$ cat src/pkg/trgsq_pkg.sv
// Shared constants and types for the trigger sequencer
package trgsq_pkg;

   localparam int unsigned CLK_FREQ_HZ      = 20_000_000;
   localparam int unsigned CLK_PERIOD_NS    = 50;
   localparam int unsigned HOLDOFF_MIN_NS   = 250;
   localparam int unsigned HOLDOFF_MAX_S    = 12;
   // Least time rounds up to whole cycles
   localparam int unsigned HOLDOFF_MIN_CYC  =
      (HOLDOFF_MIN_NS + CLK_PERIOD_NS - 1) / CLK_PERIOD_NS;
   // Longest time rounds down
   localparam int unsigned HOLDOFF_MAX_CYC  = HOLDOFF_MAX_S * CLK_FREQ_HZ;
   localparam int unsigned DEFAULT_HO_DIVS  = 5;
   localparam int unsigned CNT_W            = 32;

   // Trigger level in millivolts, signed
   localparam int unsigned LVL_W            = 16;
   localparam logic signed [15:0] TTL_LEVEL_MV = 16'sh0578;   // +1400
   localparam logic signed [15:0] ECL_LEVEL_MV = -16'sh0514;  // -1300
   localparam int unsigned CLAMP_DIVS       = 12;

   typedef enum logic [2:0] {
      TRGSQ_STOPPED   = 3'b000,
      TRGSQ_PREFILL   = 3'b001,
      TRGSQ_READY     = 3'b010,
      TRGSQ_TRIGD     = 3'b011,
      TRGSQ_DLY_WAIT  = 3'b100,
      TRGSQ_HOLDOFF   = 3'b101,
      TRGSQ_FAST      = 3'b110
   } trgsq_state_e;

   typedef enum logic [2:0] {
      TRGSQ_SRC_CH1  = 3'b000,
      TRGSQ_SRC_CH2  = 3'b001,
      TRGSQ_SRC_CH3  = 3'b010,
      TRGSQ_SRC_CH4  = 3'b011,
      TRGSQ_SRC_LINE = 3'b100,
      TRGSQ_SRC_AUX  = 3'b101
   } trgsq_src_e;

   typedef enum logic [2:0] {
      TRGSQ_CPL_DC    = 3'b000,
      TRGSQ_CPL_AC    = 3'b001,
      TRGSQ_CPL_HIFRQ = 3'b010,
      TRGSQ_CPL_LOFRQ = 3'b011,
      TRGSQ_CPL_NREJ  = 3'b100
   } trgsq_cpl_e;

   typedef enum logic [1:0] {
      TRGSQ_TYPE_EDGE  = 2'b00,
      TRGSQ_TYPE_PULSE = 2'b01,
      TRGSQ_TYPE_LOGIC = 2'b10,
      TRGSQ_TYPE_VIDEO = 2'b11
   } trgsq_type_e;

   typedef struct packed {
      logic trigd;
      logic ready;
      logic arm;
   } trgsq_status_s;

endpackage

$ cat src/verilog/trgsq_top.sv
// Main trigger sequencer: states, indicators, holdoff, auto timeout
`timescale 1ns/10ps
module trgsq_top
   import trgsq_pkg::*;
#(
   parameter int unsigned HOLDOFF_MIN = HOLDOFF_MIN_CYC,
   parameter int unsigned HOLDOFF_MAX = HOLDOFF_MAX_CYC
)(
   input  wire logic                    mclk_in,
   input  wire logic                    rst_in,
   input  wire logic                    run_stop_in,
   input  wire logic                    force_trig_in,
   input  wire logic                    single_seq_in,
   input  wire logic                    free_run_in,
   input  wire logic                    fast_persist_in,
   input  wire logic                    multi_frame_in,
   input  wire logic                    auto_mode_in,
   input  wire logic                    trig_event_in,
   input  wire logic                    dly_trig_event_in,
   input  wire logic                    dly_enable_in,
   input  wire logic                    pretrig_done_in,
   input  wire logic                    posttrig_done_in,
   input  wire logic                    default_holdoff_in,
   input  wire logic        [CNT_W-1:0] holdoff_cycles_in,
   input  wire logic        [CNT_W-1:0] div_cycles_in,
   input  wire logic        [CNT_W-1:0] auto_timeout_cycles_in,
   input  wire trgsq_src_e              source_in,
   input  wire trgsq_cpl_e              coupling_in,
   input  wire logic signed [LVL_W-1:0] knob_level_in,
   input  wire logic                    knob_load_in,
   input  wire logic                    transistor_logic_preset_in,
   input  wire logic                    emitter_logic_preset_in,
   input  wire logic                    midpoint_level_request_in,
   input  wire trgsq_type_e             trig_type_in,
   input  wire logic                    pulse_is_glitch_width_in,
   input  wire logic signed [LVL_W-1:0] peak_max_in,
   input  wire logic signed [LVL_W-1:0] peak_min_in,
   input  wire logic        [LVL_W-1:0] mv_per_div_in,
   input  wire logic signed [LVL_W-1:0] dly_level_in,
   input  wire logic                    dly_load_in,
   output trgsq_status_s                status_out,
   output logic                         acq_start_out,
   output logic                         acq_forced_out,
   output logic                         acq_running_out,
   output logic                         single_mode_out,
   output trgsq_src_e                   eff_source_out,
   output trgsq_cpl_e                   eff_coupling_out,
   output logic signed [LVL_W-1:0]      main_level_out,
   output logic signed [LVL_W-1:0]      dly_level_out
);

   trgsq_state_e     state_r;
   trgsq_state_e     state_nxt;
   logic             running_r;
   logic             single_r;
   logic             seq_done;
   logic             fast_mode;
   logic             fire;
   logic             forced;
   logic [CNT_W-1:0] ho_cnt_r;
   logic [CNT_W-1:0] ho_target;
   logic [CNT_W-1:0] auto_cnt_r;
   logic             auto_expired;
   logic [CNT_W+2:0] dflt_ho;

   function automatic logic [CNT_W-1:0] sat_cnt(input logic [CNT_W+2:0] v);
      if (v > (CNT_W+3)'(HOLDOFF_MAX))
         return CNT_W'(HOLDOFF_MAX);
      else if (v < (CNT_W+3)'(HOLDOFF_MIN))
         return CNT_W'(HOLDOFF_MIN);
      else
         return v[CNT_W-1:0];
   endfunction

   assign fast_mode = fast_persist_in || multi_frame_in;

   // Default holdoff scales with timebase
   assign dflt_ho = (CNT_W+3)'(div_cycles_in) *
                    (CNT_W+3)'(DEFAULT_HO_DIVS);
   assign ho_target = default_holdoff_in ? sat_cnt(dflt_ho)
                      : sat_cnt((CNT_W+3)'(holdoff_cycles_in));

   assign auto_expired = auto_mode_in &&
                         (auto_cnt_r >= auto_timeout_cycles_in);

   // Manual trigger counts during fill or ready, never when stopped
   assign forced = force_trig_in && running_r &&
                   ((state_r == TRGSQ_PREFILL) ||
                    (state_r == TRGSQ_READY));
   // A stop request just taken must not launch a record
   assign fire = running_r && (state_r == TRGSQ_READY) &&
                 (trig_event_in || auto_expired);

   // Run/stop toggles in free run; in single mode it rearms one shot
   always_ff @(posedge mclk_in) begin
      if (rst_in) begin
         running_r <= 1'b0;
      end else if (run_stop_in) begin
         running_r <= single_r ? 1'b1 : !running_r;
      end else if (seq_done && single_r) begin
         running_r <= 1'b0;
      end
   end

   always_ff @(posedge mclk_in) begin
      if (rst_in)
         single_r <= 1'b0;
      else if (fast_persist_in || free_run_in)
         single_r <= 1'b0;
      else if (single_seq_in)
         single_r <= 1'b1;
   end

   assign seq_done = (state_r == TRGSQ_HOLDOFF) &&
                     (ho_cnt_r >= ho_target - 1'b1);

   always_comb begin
      state_nxt = state_r;
      unique case (state_r)
         TRGSQ_STOPPED:
            if (fast_mode && running_r)
               state_nxt = TRGSQ_FAST;
            else if (running_r)
               state_nxt = TRGSQ_PREFILL;
         TRGSQ_PREFILL:
            if (forced)
               state_nxt = TRGSQ_TRIGD;
            else if (pretrig_done_in)
               state_nxt = TRGSQ_READY;
         TRGSQ_READY:
            if (forced || fire)
               state_nxt = dly_enable_in ? TRGSQ_DLY_WAIT : TRGSQ_TRIGD;
         TRGSQ_DLY_WAIT:
            if (dly_trig_event_in)
               state_nxt = TRGSQ_TRIGD;
         TRGSQ_TRIGD:
            if (posttrig_done_in)
               state_nxt = TRGSQ_HOLDOFF;
         TRGSQ_HOLDOFF:
            if (seq_done)
               state_nxt = (single_r || !running_r) ? TRGSQ_STOPPED
                                                    : TRGSQ_PREFILL;
         TRGSQ_FAST:
            if (!fast_mode || !running_r)
               state_nxt = TRGSQ_STOPPED;
         default:
            state_nxt = TRGSQ_STOPPED;
      endcase
      // Stop request aborts a record unless still finishing holdoff
      if (!running_r && (state_r != TRGSQ_HOLDOFF))
         state_nxt = TRGSQ_STOPPED;
      if (running_r && fast_mode && (state_r != TRGSQ_FAST))
         state_nxt = TRGSQ_FAST;
   end

   always_ff @(posedge mclk_in) begin
      if (rst_in)
         state_r <= TRGSQ_STOPPED;
      else
         state_r <= state_nxt;
   end

   // Holdoff counter runs only in holdoff state
   always_ff @(posedge mclk_in) begin
      if (rst_in || (state_r != TRGSQ_HOLDOFF))
         ho_cnt_r <= '0;
      else if (!seq_done)
         ho_cnt_r <= ho_cnt_r + 1'b1;
   end

   // Auto timer restarts on every trigger event
   always_ff @(posedge mclk_in) begin
      if (rst_in || trig_event_in || (state_r != TRGSQ_READY))
         auto_cnt_r <= '0;
      else if (!auto_expired)
         auto_cnt_r <= auto_cnt_r + 1'b1;
   end

   // Start strobe registered; forced flag marks untriggered records
   always_ff @(posedge mclk_in) begin
      if (rst_in) begin
         acq_start_out  <= 1'b0;
         acq_forced_out <= 1'b0;
      end else begin
         acq_start_out  <= forced || fire;
         acq_forced_out <= forced || (fire && !trig_event_in);
      end
   end

   assign acq_running_out = running_r;
   assign single_mode_out = single_r;

   // Single decode avoids glitch combinations
   always_comb begin
      status_out = '0;
      unique case (state_r)
         TRGSQ_STOPPED:  status_out = 3'b000;
         TRGSQ_PREFILL:  status_out = 3'b001;
         TRGSQ_READY:    status_out = 3'b010;
         TRGSQ_TRIGD:    status_out = 3'b100;
         TRGSQ_DLY_WAIT: status_out = 3'b110;
         TRGSQ_HOLDOFF:  status_out = 3'b100;
         TRGSQ_FAST:     status_out = 3'b111;
         default:        status_out = 3'b000;
      endcase
   end

   // Source and coupling override
   always_ff @(posedge mclk_in) begin
      if (rst_in) begin
         eff_source_out   <= TRGSQ_SRC_CH1;
         eff_coupling_out <= TRGSQ_CPL_DC;
      end else begin
         eff_source_out <= (source_in > TRGSQ_SRC_AUX) ? eff_source_out
                                                       : source_in;
         if (source_in == TRGSQ_SRC_LINE)
            eff_coupling_out <= TRGSQ_CPL_AC;
         else if (source_in == TRGSQ_SRC_AUX)
            eff_coupling_out <= TRGSQ_CPL_DC;
         else
            eff_coupling_out <= coupling_in;
      end
   end

   trgsq_level u_level (
      .mclk_in                    (mclk_in),
      .rst_in                     (rst_in),
      .knob_level_in              (knob_level_in),
      .knob_load_in               (knob_load_in),
      .transistor_logic_preset_in (transistor_logic_preset_in),
      .emitter_logic_preset_in    (emitter_logic_preset_in),
      .midpoint_level_request_in  (midpoint_level_request_in),
      .trig_type_in               (trig_type_in),
      .pulse_is_glitch_width_in   (pulse_is_glitch_width_in),
      .peak_max_in                (peak_max_in),
      .peak_min_in                (peak_min_in),
      .mv_per_div_in              (mv_per_div_in),
      .dly_level_in               (dly_level_in),
      .dly_load_in                (dly_load_in),
      .main_level_out             (main_level_out),
      .dly_level_out              (dly_level_out)
   );

endmodule

$ cat src/verilog/trgsq_level.sv
// Trigger level presets, midpoint request and clamp
`timescale 1ns/10ps
module trgsq_level
   import trgsq_pkg::*;
(
   input  wire logic                    mclk_in,
   input  wire logic                    rst_in,
   input  wire logic signed [LVL_W-1:0] knob_level_in,
   input  wire logic                    knob_load_in,
   input  wire logic                    transistor_logic_preset_in,
   input  wire logic                    emitter_logic_preset_in,
   input  wire logic                    midpoint_level_request_in,
   input  wire trgsq_type_e             trig_type_in,
   input  wire logic                    pulse_is_glitch_width_in,
   input  wire logic signed [LVL_W-1:0] peak_max_in,
   input  wire logic signed [LVL_W-1:0] peak_min_in,
   input  wire logic        [LVL_W-1:0] mv_per_div_in,
   input  wire logic signed [LVL_W-1:0] dly_level_in,
   input  wire logic                    dly_load_in,
   output logic signed [LVL_W-1:0]      main_level_out,
   output logic signed [LVL_W-1:0]      dly_level_out
);

   logic signed [LVL_W+5:0] lim;
   logic signed [LVL_W:0]   mid;
   logic                    mid_ok;

   function automatic logic signed [LVL_W-1:0] clamp_lvl(
      input logic signed [LVL_W-1:0] v,
      input logic signed [LVL_W+5:0] l);
      logic signed [LVL_W+5:0] w;
      logic signed [LVL_W+5:0] nl;
      w = {{6{v[LVL_W-1]}}, v};
      nl = -l;
      if (w > l)
         return l[LVL_W-1:0];
      else if (w < nl)
         return nl[LVL_W-1:0];
      else
         return v;
   endfunction

   // Range is fixed in divisions, so presets shrink at small scales
   assign lim = $signed({6'h00, mv_per_div_in}) * $signed(22'(CLAMP_DIVS));
   assign mid = ($signed({peak_max_in[LVL_W-1], peak_max_in}) +
                 $signed({peak_min_in[LVL_W-1], peak_min_in})) >>> 1;
   assign mid_ok = (trig_type_in == TRGSQ_TYPE_EDGE) ||
                   ((trig_type_in == TRGSQ_TYPE_PULSE) &&
                    pulse_is_glitch_width_in);

   // Main level only; delayed level kept apart
   always_ff @(posedge mclk_in) begin
      if (rst_in) begin
         main_level_out <= '0;
      end else if (transistor_logic_preset_in) begin
         main_level_out <= clamp_lvl(TTL_LEVEL_MV, lim);
      end else if (emitter_logic_preset_in) begin
         main_level_out <= clamp_lvl(ECL_LEVEL_MV, lim);
      end else if (midpoint_level_request_in && mid_ok) begin
         main_level_out <= clamp_lvl(mid[LVL_W-1:0], lim);
      end else if (knob_load_in) begin
         main_level_out <= clamp_lvl(knob_level_in, lim);
      end
   end

   always_ff @(posedge mclk_in) begin
      if (rst_in)
         dly_level_out <= '0;
      else if (dly_load_in)
         dly_level_out <= clamp_lvl(dly_level_in, lim);
   end

endmodule

$ cat config.mk
export PLATFORM = sky130hd
export DESIGN_NAME = trgsq_top
export DESIGN_NICKNAME = d
export VERILOG_FILES = /design/src/pkg/trgsq_pkg.sv /design/src/verilog/trgsq_top.sv /design/src/verilog/trgsq_level.sv
export SDC_FILE = /design/constraint.sdc
export NUM_CORES = 1
export LEC_CHECK = 0
export ABC_AREA = 0
export BUFFER_PORTS_ARGS = -buffer_cell sky130_fd_sc_hd__buf_2
export CAP_MARGIN = 20
export CORE_MARGIN = 3
export CORE_UTILIZATION = 30
export CTS_CLUSTER_DIAMETER = 150
export DETAILED_ROUTE_END_ITERATION = 12
export GPL_ROUTABILITY_DRIVEN = 0
export GPL_TIMING_DRIVEN = 0
export PLACE_DENSITY = 0.53
export SLEW_MARGIN = 20
export SYNTH_ARGS = -nofsm -noshare
export SYNTH_HDL_FRONTEND = slang
export SYNTH_SLANG_ARGS = --single-unit
$ cat constraint.sdc
create_clock -name mclk_in -period 11.6 [get_ports mclk_in]
set_input_delay 1.74 -clock mclk_in [delete_from_list [all_inputs] [get_ports mclk_in]]
set_output_delay 1.74 -clock mclk_in [all_outputs]
set_load 0.005 [all_outputs]
Word-level counts from Yosys, hierarchy flattened
Cells that the tools add are included.

Bits in registers: 109. Latch bits: 0. Memory bits (writable): 0. ROM bits: 0. Input port bits: 205. Output and inout bits: 45. Word-level logic and storage cells: 140. Memories kept: 0.

Add/subtract/negate cells: 5. Multipliers: 2. Div/mod/pow operators: 0. Order comparisons: 17. Eq/ne operators: 26. Shift operators: 0. Muxes and demuxes: 39. Bitwise gates (word level): 0. Reduce and logical (&&, ||, !) cells: 38.

Operators with widths (count): $mux 16 (14); $mux 32 (5); $lt 16x22->1 (3); $add 32x1->32 const B (2); $ge 32x32->1 (2); $gt 16x21->1 (3); $gt 12x22->1 const A (2); $lt 12x22->1 const A (2); $mux 3 (12); $gt 35x28->1 const B (1); $lt 35x3->1 const B (1); $mul 32x3->35 const B (1); $gt 32x28->1 const B (1); $lt 32x3->1 const B (1); $sub 32x1->32 const B (1); $neg 22->22 (1); $pmux 3 s7 (1); $mul 16x2->18 const B (1); $add 16x16->17 (1); $eq 3x3->1 const B (5); $pmux 3 s5 (1); $reduce_and 7->1 (2); $logic_and 1x1->1 (13); $logic_or 1x1->1 (12); other kinds (21) (39).

Logic depth before layout (Yosys ltp)
Depth after elaboration: 12. Mapped depth: 39. Depth with buffers taken out: 36.

Cells and area by module
From an unflattened synthesis, not the netlist that was laid out.

Cells, all modules: 2109. Area total of the unflattened synthesis: 16203.0 um^2.

By module, submodules not included: trgsq_top (instances 1, cells an instance 1145, area each 8719.6 um^2, sequential area each 1541.5 um^2); trgsq_level (instances 1, cells an instance 964, area each 7483.4 um^2, sequential area each 640.6 um^2).

Worst setup path before layout
OpenSTA, ideal clock, no wires.

Path kind: in2reg. From: input div_cycles_in[1]. To: register ho_cnt_r[27]. Setup time: 0.128 ns. Arrival time: 9.301 ns. Data required time: 11.472 ns. Setup slack: 2.171 ns. Stages: 39. Buffers on the path: 4. Path through: ha_1 > ha_1 > inv_1 > fa_1 > nand2b_1 > a21oi_1 > o21ai_1 > o31ai_1 > xor2_1 > nand2_1 > a2111oi_0 > nor2_1 > o21bai_1 > clkbuf_1 > clkbuf_1 > o22a_1 > ha_1 > o21a_1 > [... 3 more ...] > buf_2 > nand2_1 > xor2_1 > ha_1 > a21o_1 > a21o_1 > a21o_1 > a21o_1 > a21oi_1 > nor2b_1 > o21ai_0 > nand2_1 > a31oi_1 > o211ai_1 > clkbuf_1 > nor3_1 > xnor2_1 > nor2_1.

Longest elaborated chain between the ends: 8.

RTL lines: start, declared (RTL line trgsq_top.sv:25) `input wire logic [CNT_W-1:0] div_cycles_in,`; $mul 32x3->35 (*) (RTL line trgsq_top.sv:78) `assign dflt_ho = (CNT_W+3)'(div_cycles_in) *`; $lt 35x3->1 (RTL line trgsq_top.sv:69) `else if (v < (CNT_W+3)'(HOLDOFF_MIN))`; $mux 32 (RTL line trgsq_top.sv:69); $mux 32 (*) (RTL line trgsq_top.sv:67) `if (v > (CNT_W+3)'(HOLDOFF_MAX))`; $mux 32 (*) (RTL line trgsq_top.sv:80) `assign ho_target = default_holdoff_in ? sat_cnt(dflt_ho)`; $sub 32x1->32 (*) (RTL line trgsq_top.sv:115) `(ho_cnt_r >= ho_target - 1'b1);`; $ge 32x32->1 (*) (RTL line trgsq_top.sv:115); $logic_and 1x1->1 (*) (RTL line trgsq_top.sv:114) `assign seq_done = (state_r == TRGSQ_HOLDOFF) &&`; end signal, assigned (RTL line trgsq_top.sv:168) `ho_cnt_r <= ho_cnt_r + 1'b1;`; end, declared (RTL line trgsq_top.sv:60) `logic [CNT_W-1:0] ho_cnt_r;`.

Every way passes the cells marked *; elsewhere a longest branch is shown, timed or not. A chain may end at the register's enable or synchronous reset.

Worst setup path after layout
Ends and elaborated chain as after synthesis.

==> qor_table.md <==
| Step | Quantity | Value |
|---|---|---|
| outcome | Status | finished clean |
| synth | Flip-flop and latch count after synthesis | 109 |
| timing | Unrepaired setup endpoints after global routing | false |
| cts | H-tree Lvls | 3 |
| cts | Setup repair bufs after CTS | 0 |
| cts | Maximum count of clock buffers along a single path | 2 |
| floorplan | Placement row count | 83 |
| final layout | Fraction of final layout cells sized beyond drive strength 1 | 12.9% |
| place | Setup slack at placement | -0.336 ns |
| synth | Most used DFF post-synth | dfxtp_1 |
| synth | Mapped cell area | 0.0158 mm2 |
| global routing | Total Routing Usage GR | 19.3% |
| final layout | Count of filler cells inserted in the layout | 5551 |
| final layout | Number of nets at the end of the flow | 2868 |
| place | HPWL Detailed | 47700 um |
| synth | Top post-synthesis cells by count | 278 x ha_1, 195 x nor2_1, 172 x a21oi_1 |
| setup path | Maximum fanout count along the critical path | 19 |
| cts | Total clock buffers created by CTS | 9 |
| detailed routing | Routed wire length on met3 | 4240 um |
| synth | Post-synth EDFFs | 0 |
| synth | Mean instance size in the synthesized netlist | 7.46 um2 |
| synth | Post-synthesis cell count | 2121 |
| final layout | Final core area utilization | 35.4% |
| setup path | Critical path's slowest cell | a221oi_1 |
| setup path | Maximum cell stage delay along the critical path | 0.43 ns |
| synth | Count leader, synth | ha_1 |
| detailed routing | Total vias in the final route | 17100 |
| detailed routing | Met1 WL | 26000 um |
| detailed routing | Routed wirelength normalized by instance count | 18.4 um |
| timing | Final Setup Violations | 0 |
| global routing | Largest net degree at the start of global routing | 18 |
| power and ir drop | VDD IR max | 0.0000677 V |
| detailed routing | Detail Route Antenna Nets | 0 |
| run | # Max-Cap Violations | 0 |
| detailed routing | Routed vias/inst | 5.55 |
| detailed routing | TritonRoute pass-1 iters | 5 |
| hold path | Hold Crit Start | eff_source_out[1] |
| setup path | CP startpoint | div_cycles_in[1] |
| floorplan | Die span in y | 236 um |
| synth | Cell taking the most area after synthesis | ha_1 |
| floorplan | Total die area | 0.0556 mm2 |
| timing | Max_slew headroom | 25.3% |
| cts | Clock slew seen by the registers of the worst setup and hold paths | 0.08 ns |
| setup path | Kind of end point of the critical path | register |
| setup path | Launching point of the worst reg2reg path | auto_cnt_r[0] |
| power and ir drop | Leakage power of the design | 8.33 nW |
| power and ir drop | Power Density | 89.5 mW/mm2 |
| setup path | Arrival time at the worst endpoint | 10.77 ns |
| global routing | Via count of the first global-routing pass | 16300 |
| timing | Final Cycle Share | 90.8% |
| floorplan | Number of top-level design ports | 250 |
| cts | Clock tree root driver cell | clkbuf_16 |
| timing | Final min period | 10.53 ns |
| cts | Clock Latency Late Sink | 0.37 ns |
| synth | Fraction of registers with async set or reset after synthesis | 0% |
| timing | Number of hold violations in the final report | 0 |
| timing | Max-slew violation total from the final report | 0 |
| setup path | Required time worst endpoint | 11.84 ns |
| detailed routing | DR WL met2 | 24800 um |
| timing | Clock Skews | 0.0119 ns |
| final layout | Area overhead of the layout relative to synthesis | 15.5% |
| floorplan | Placeable core region | 0.0517 mm2 |
| cts | Sinks on Clock Net | 109 |
| cts | Hold Buf Count CTS | 0 |
| synth | Cells taking the most area after synthesis | ha_1 22%, dfxtp_1 14%, a21oi_1 5.4% |
| synth | Seq/Total Area, Yosys | 13.8% |
| setup path | CP most frequent cell | ha_1 |
| global routing | Global route overflow | 0 |
| detailed routing | Post-Route WL | 56500 um |
| timing | Transition time at the pin with the least slew margin | 1.11 ns |
| cts | TritonCTS clock tree | done |
| setup path | CP Class | primary input to register |
| final layout | Combined area of the multi-input logic cells | 0.0130 mm2 |
| synth | Yosys cell types | 97 |
| timing | Maximum frequency from static timing analysis | 95.0 MHz |
| floorplan | Initial cell density of the core | 30.6% |
| detailed routing | Top routing layer in use | met5 |
| final layout | Area occupied by registers | 0.00218 mm2 |
| detailed routing | Detailed-route DRC error count | 0 |
| setup path | Type of element launching the critical path | primary input |
| timing | PnR worst setup slack | 1.07 ns |
| floorplan | Width of the die | 236 um |
| global routing | Wire length of the first global-routing pass | 88300 um |
| detailed routing | Violation count after the first detailed-route iteration | 1091 |
| synth | Number of warnings issued by yosys | 0 |
| place | Port buffer count | 247 |
| global routing | Initial antenna violation count | 6 |
| hold path | Type of the tightest min-delay check | register to register |
| synth | Area share of the largest cell type after synthesis | 22.0% |
| cts | Number of gates given a new drive strength after cts | 0 |
==> where the power goes <==
| group | switching [mW] | internal (mW) |
|---|---|---|
| Clock | 0.156 | 0.181 |
| Sequential | 0.00922 | 0.388 |
| Combinational | 0.564 | 0.338 |
| Total | 0.730 | 0.906 |
==> per-layer routing <==
metal  track usage [%]  vias up
met1              26.3     7970
met2              30.9      592
met3              4.02       90
li1                  -     8395
met5                 0        -
met4              5.35        4
==> worst max-delay path, delay by kind of cell <==
| kind | cells | cell delay, ns |
|---|---|---|
| AOI/OAI and AO/OA | 15 | 4.07 |
| adders and majority gates | 5 | 1.46 |
| and+or+nand+nor | 10 | 1.47 |
| xor gates and xnor gates | 3 | 0.82 |
| buffers and inverters | 5 | 1.17 |
==> cells by family after synthesis <==
logic type	synth area share, %
adder cells (fa/ha/maj)	22.4
flip-flops	13.8
AND/OR/NAND/NOR	23.5
multiplexers	2.91
AO/OA/AOI/OAI	26.6
XOR/XNOR	6.41
other	0.0237
buffers and inverters	4.47
==> path summary, 6_finish.rpt <==
kind | endpoint | slack, ns | depth (start not counted)
hold / removal | eff_source_out[1] | 0.47 | 2
setup reg to reg | auto_cnt_r[28] | 7.43 | 15
hold reg to reg | eff_source_out[1] | 0.47 | 2
setup / recovery | ho_cnt_r[27] | 1.07 | 38
==> registers in the layout, indices dropped and copies added, names as in the netlist <==
register	flops
acq_forced_out	1
acq_running_out	1
acq_start_out	1
auto_cnt_r	32
eff_coupling_out	3
eff_source_out	3
ho_cnt_r	32
single_mode_out	1
state_r	3
u_level.dly_level_out	16
u_level.main_level_out	16
==> area by class of cell <==
| cell class | instances | area share (%) |
|---|---|---|
| Antenna cell | 4 | 0.0547 |
| Buffer | 64 | 1.35 |
| Clock buffer | 12 | 1.40 |
| Clock inverter | 4 | 0.301 |
| Inverter | 122 | 2.50 |
| Multi-Input combinational cell | 1828 | 71.0 |
| Sequential cell | 109 | 11.9 |
| Tap cell | 680 | 4.65 |
| Timing Repair Buffer | 248 | 6.80 |
==> cell usage in the layout, fill, tap and decap left out, types with 10 or more instances in the layout <==
cell type	netlist	routed
a211oi_1	28	28
a21o_1	60	60
a21oi_1	172	172
a31oi_1	29	28
and2_1	24	24
and3_1	30	30
buf_2	2	249
clkbuf_1	57	56
dfxtp_1	109	109
ha_1	278	278
inv_1	119	119
mux2i_1	37	37
nand2_1	170	170
nand2b_1	24	24
nand3_1	68	68
nand4_1	41	41
nor2_1	195	195
nor2b_1	31	31
nor3_1	42	42
nor4_1	20	19
o2111ai_1	10	10
o211ai_1	15	15
o21a_1	30	30
o21ai_0	130	130
o21ai_1	16	16
o21bai_1	11	10
o22ai_1	15	15
o31ai_1	14	14
or3_1	44	44
xnor2_1	59	59
xor2_1	55	55
==> metrics by stage <==
stage	area [um2]	total power [mW]	cells	TNS, ns	hold slack, ns
floorplan	15800	0.998	2124	0	0.448
global placement	17900	1.27	3051	-6.12	0.449
detailed placement	17900	1.29	3052	-1.99	0.450
CTS	18300	1.63	3068	0	0.465
global route	18300	1.76	3067	0	0.488
finish	18300	1.64	3071	0	0.466
(Power assumes the default switching activity.)
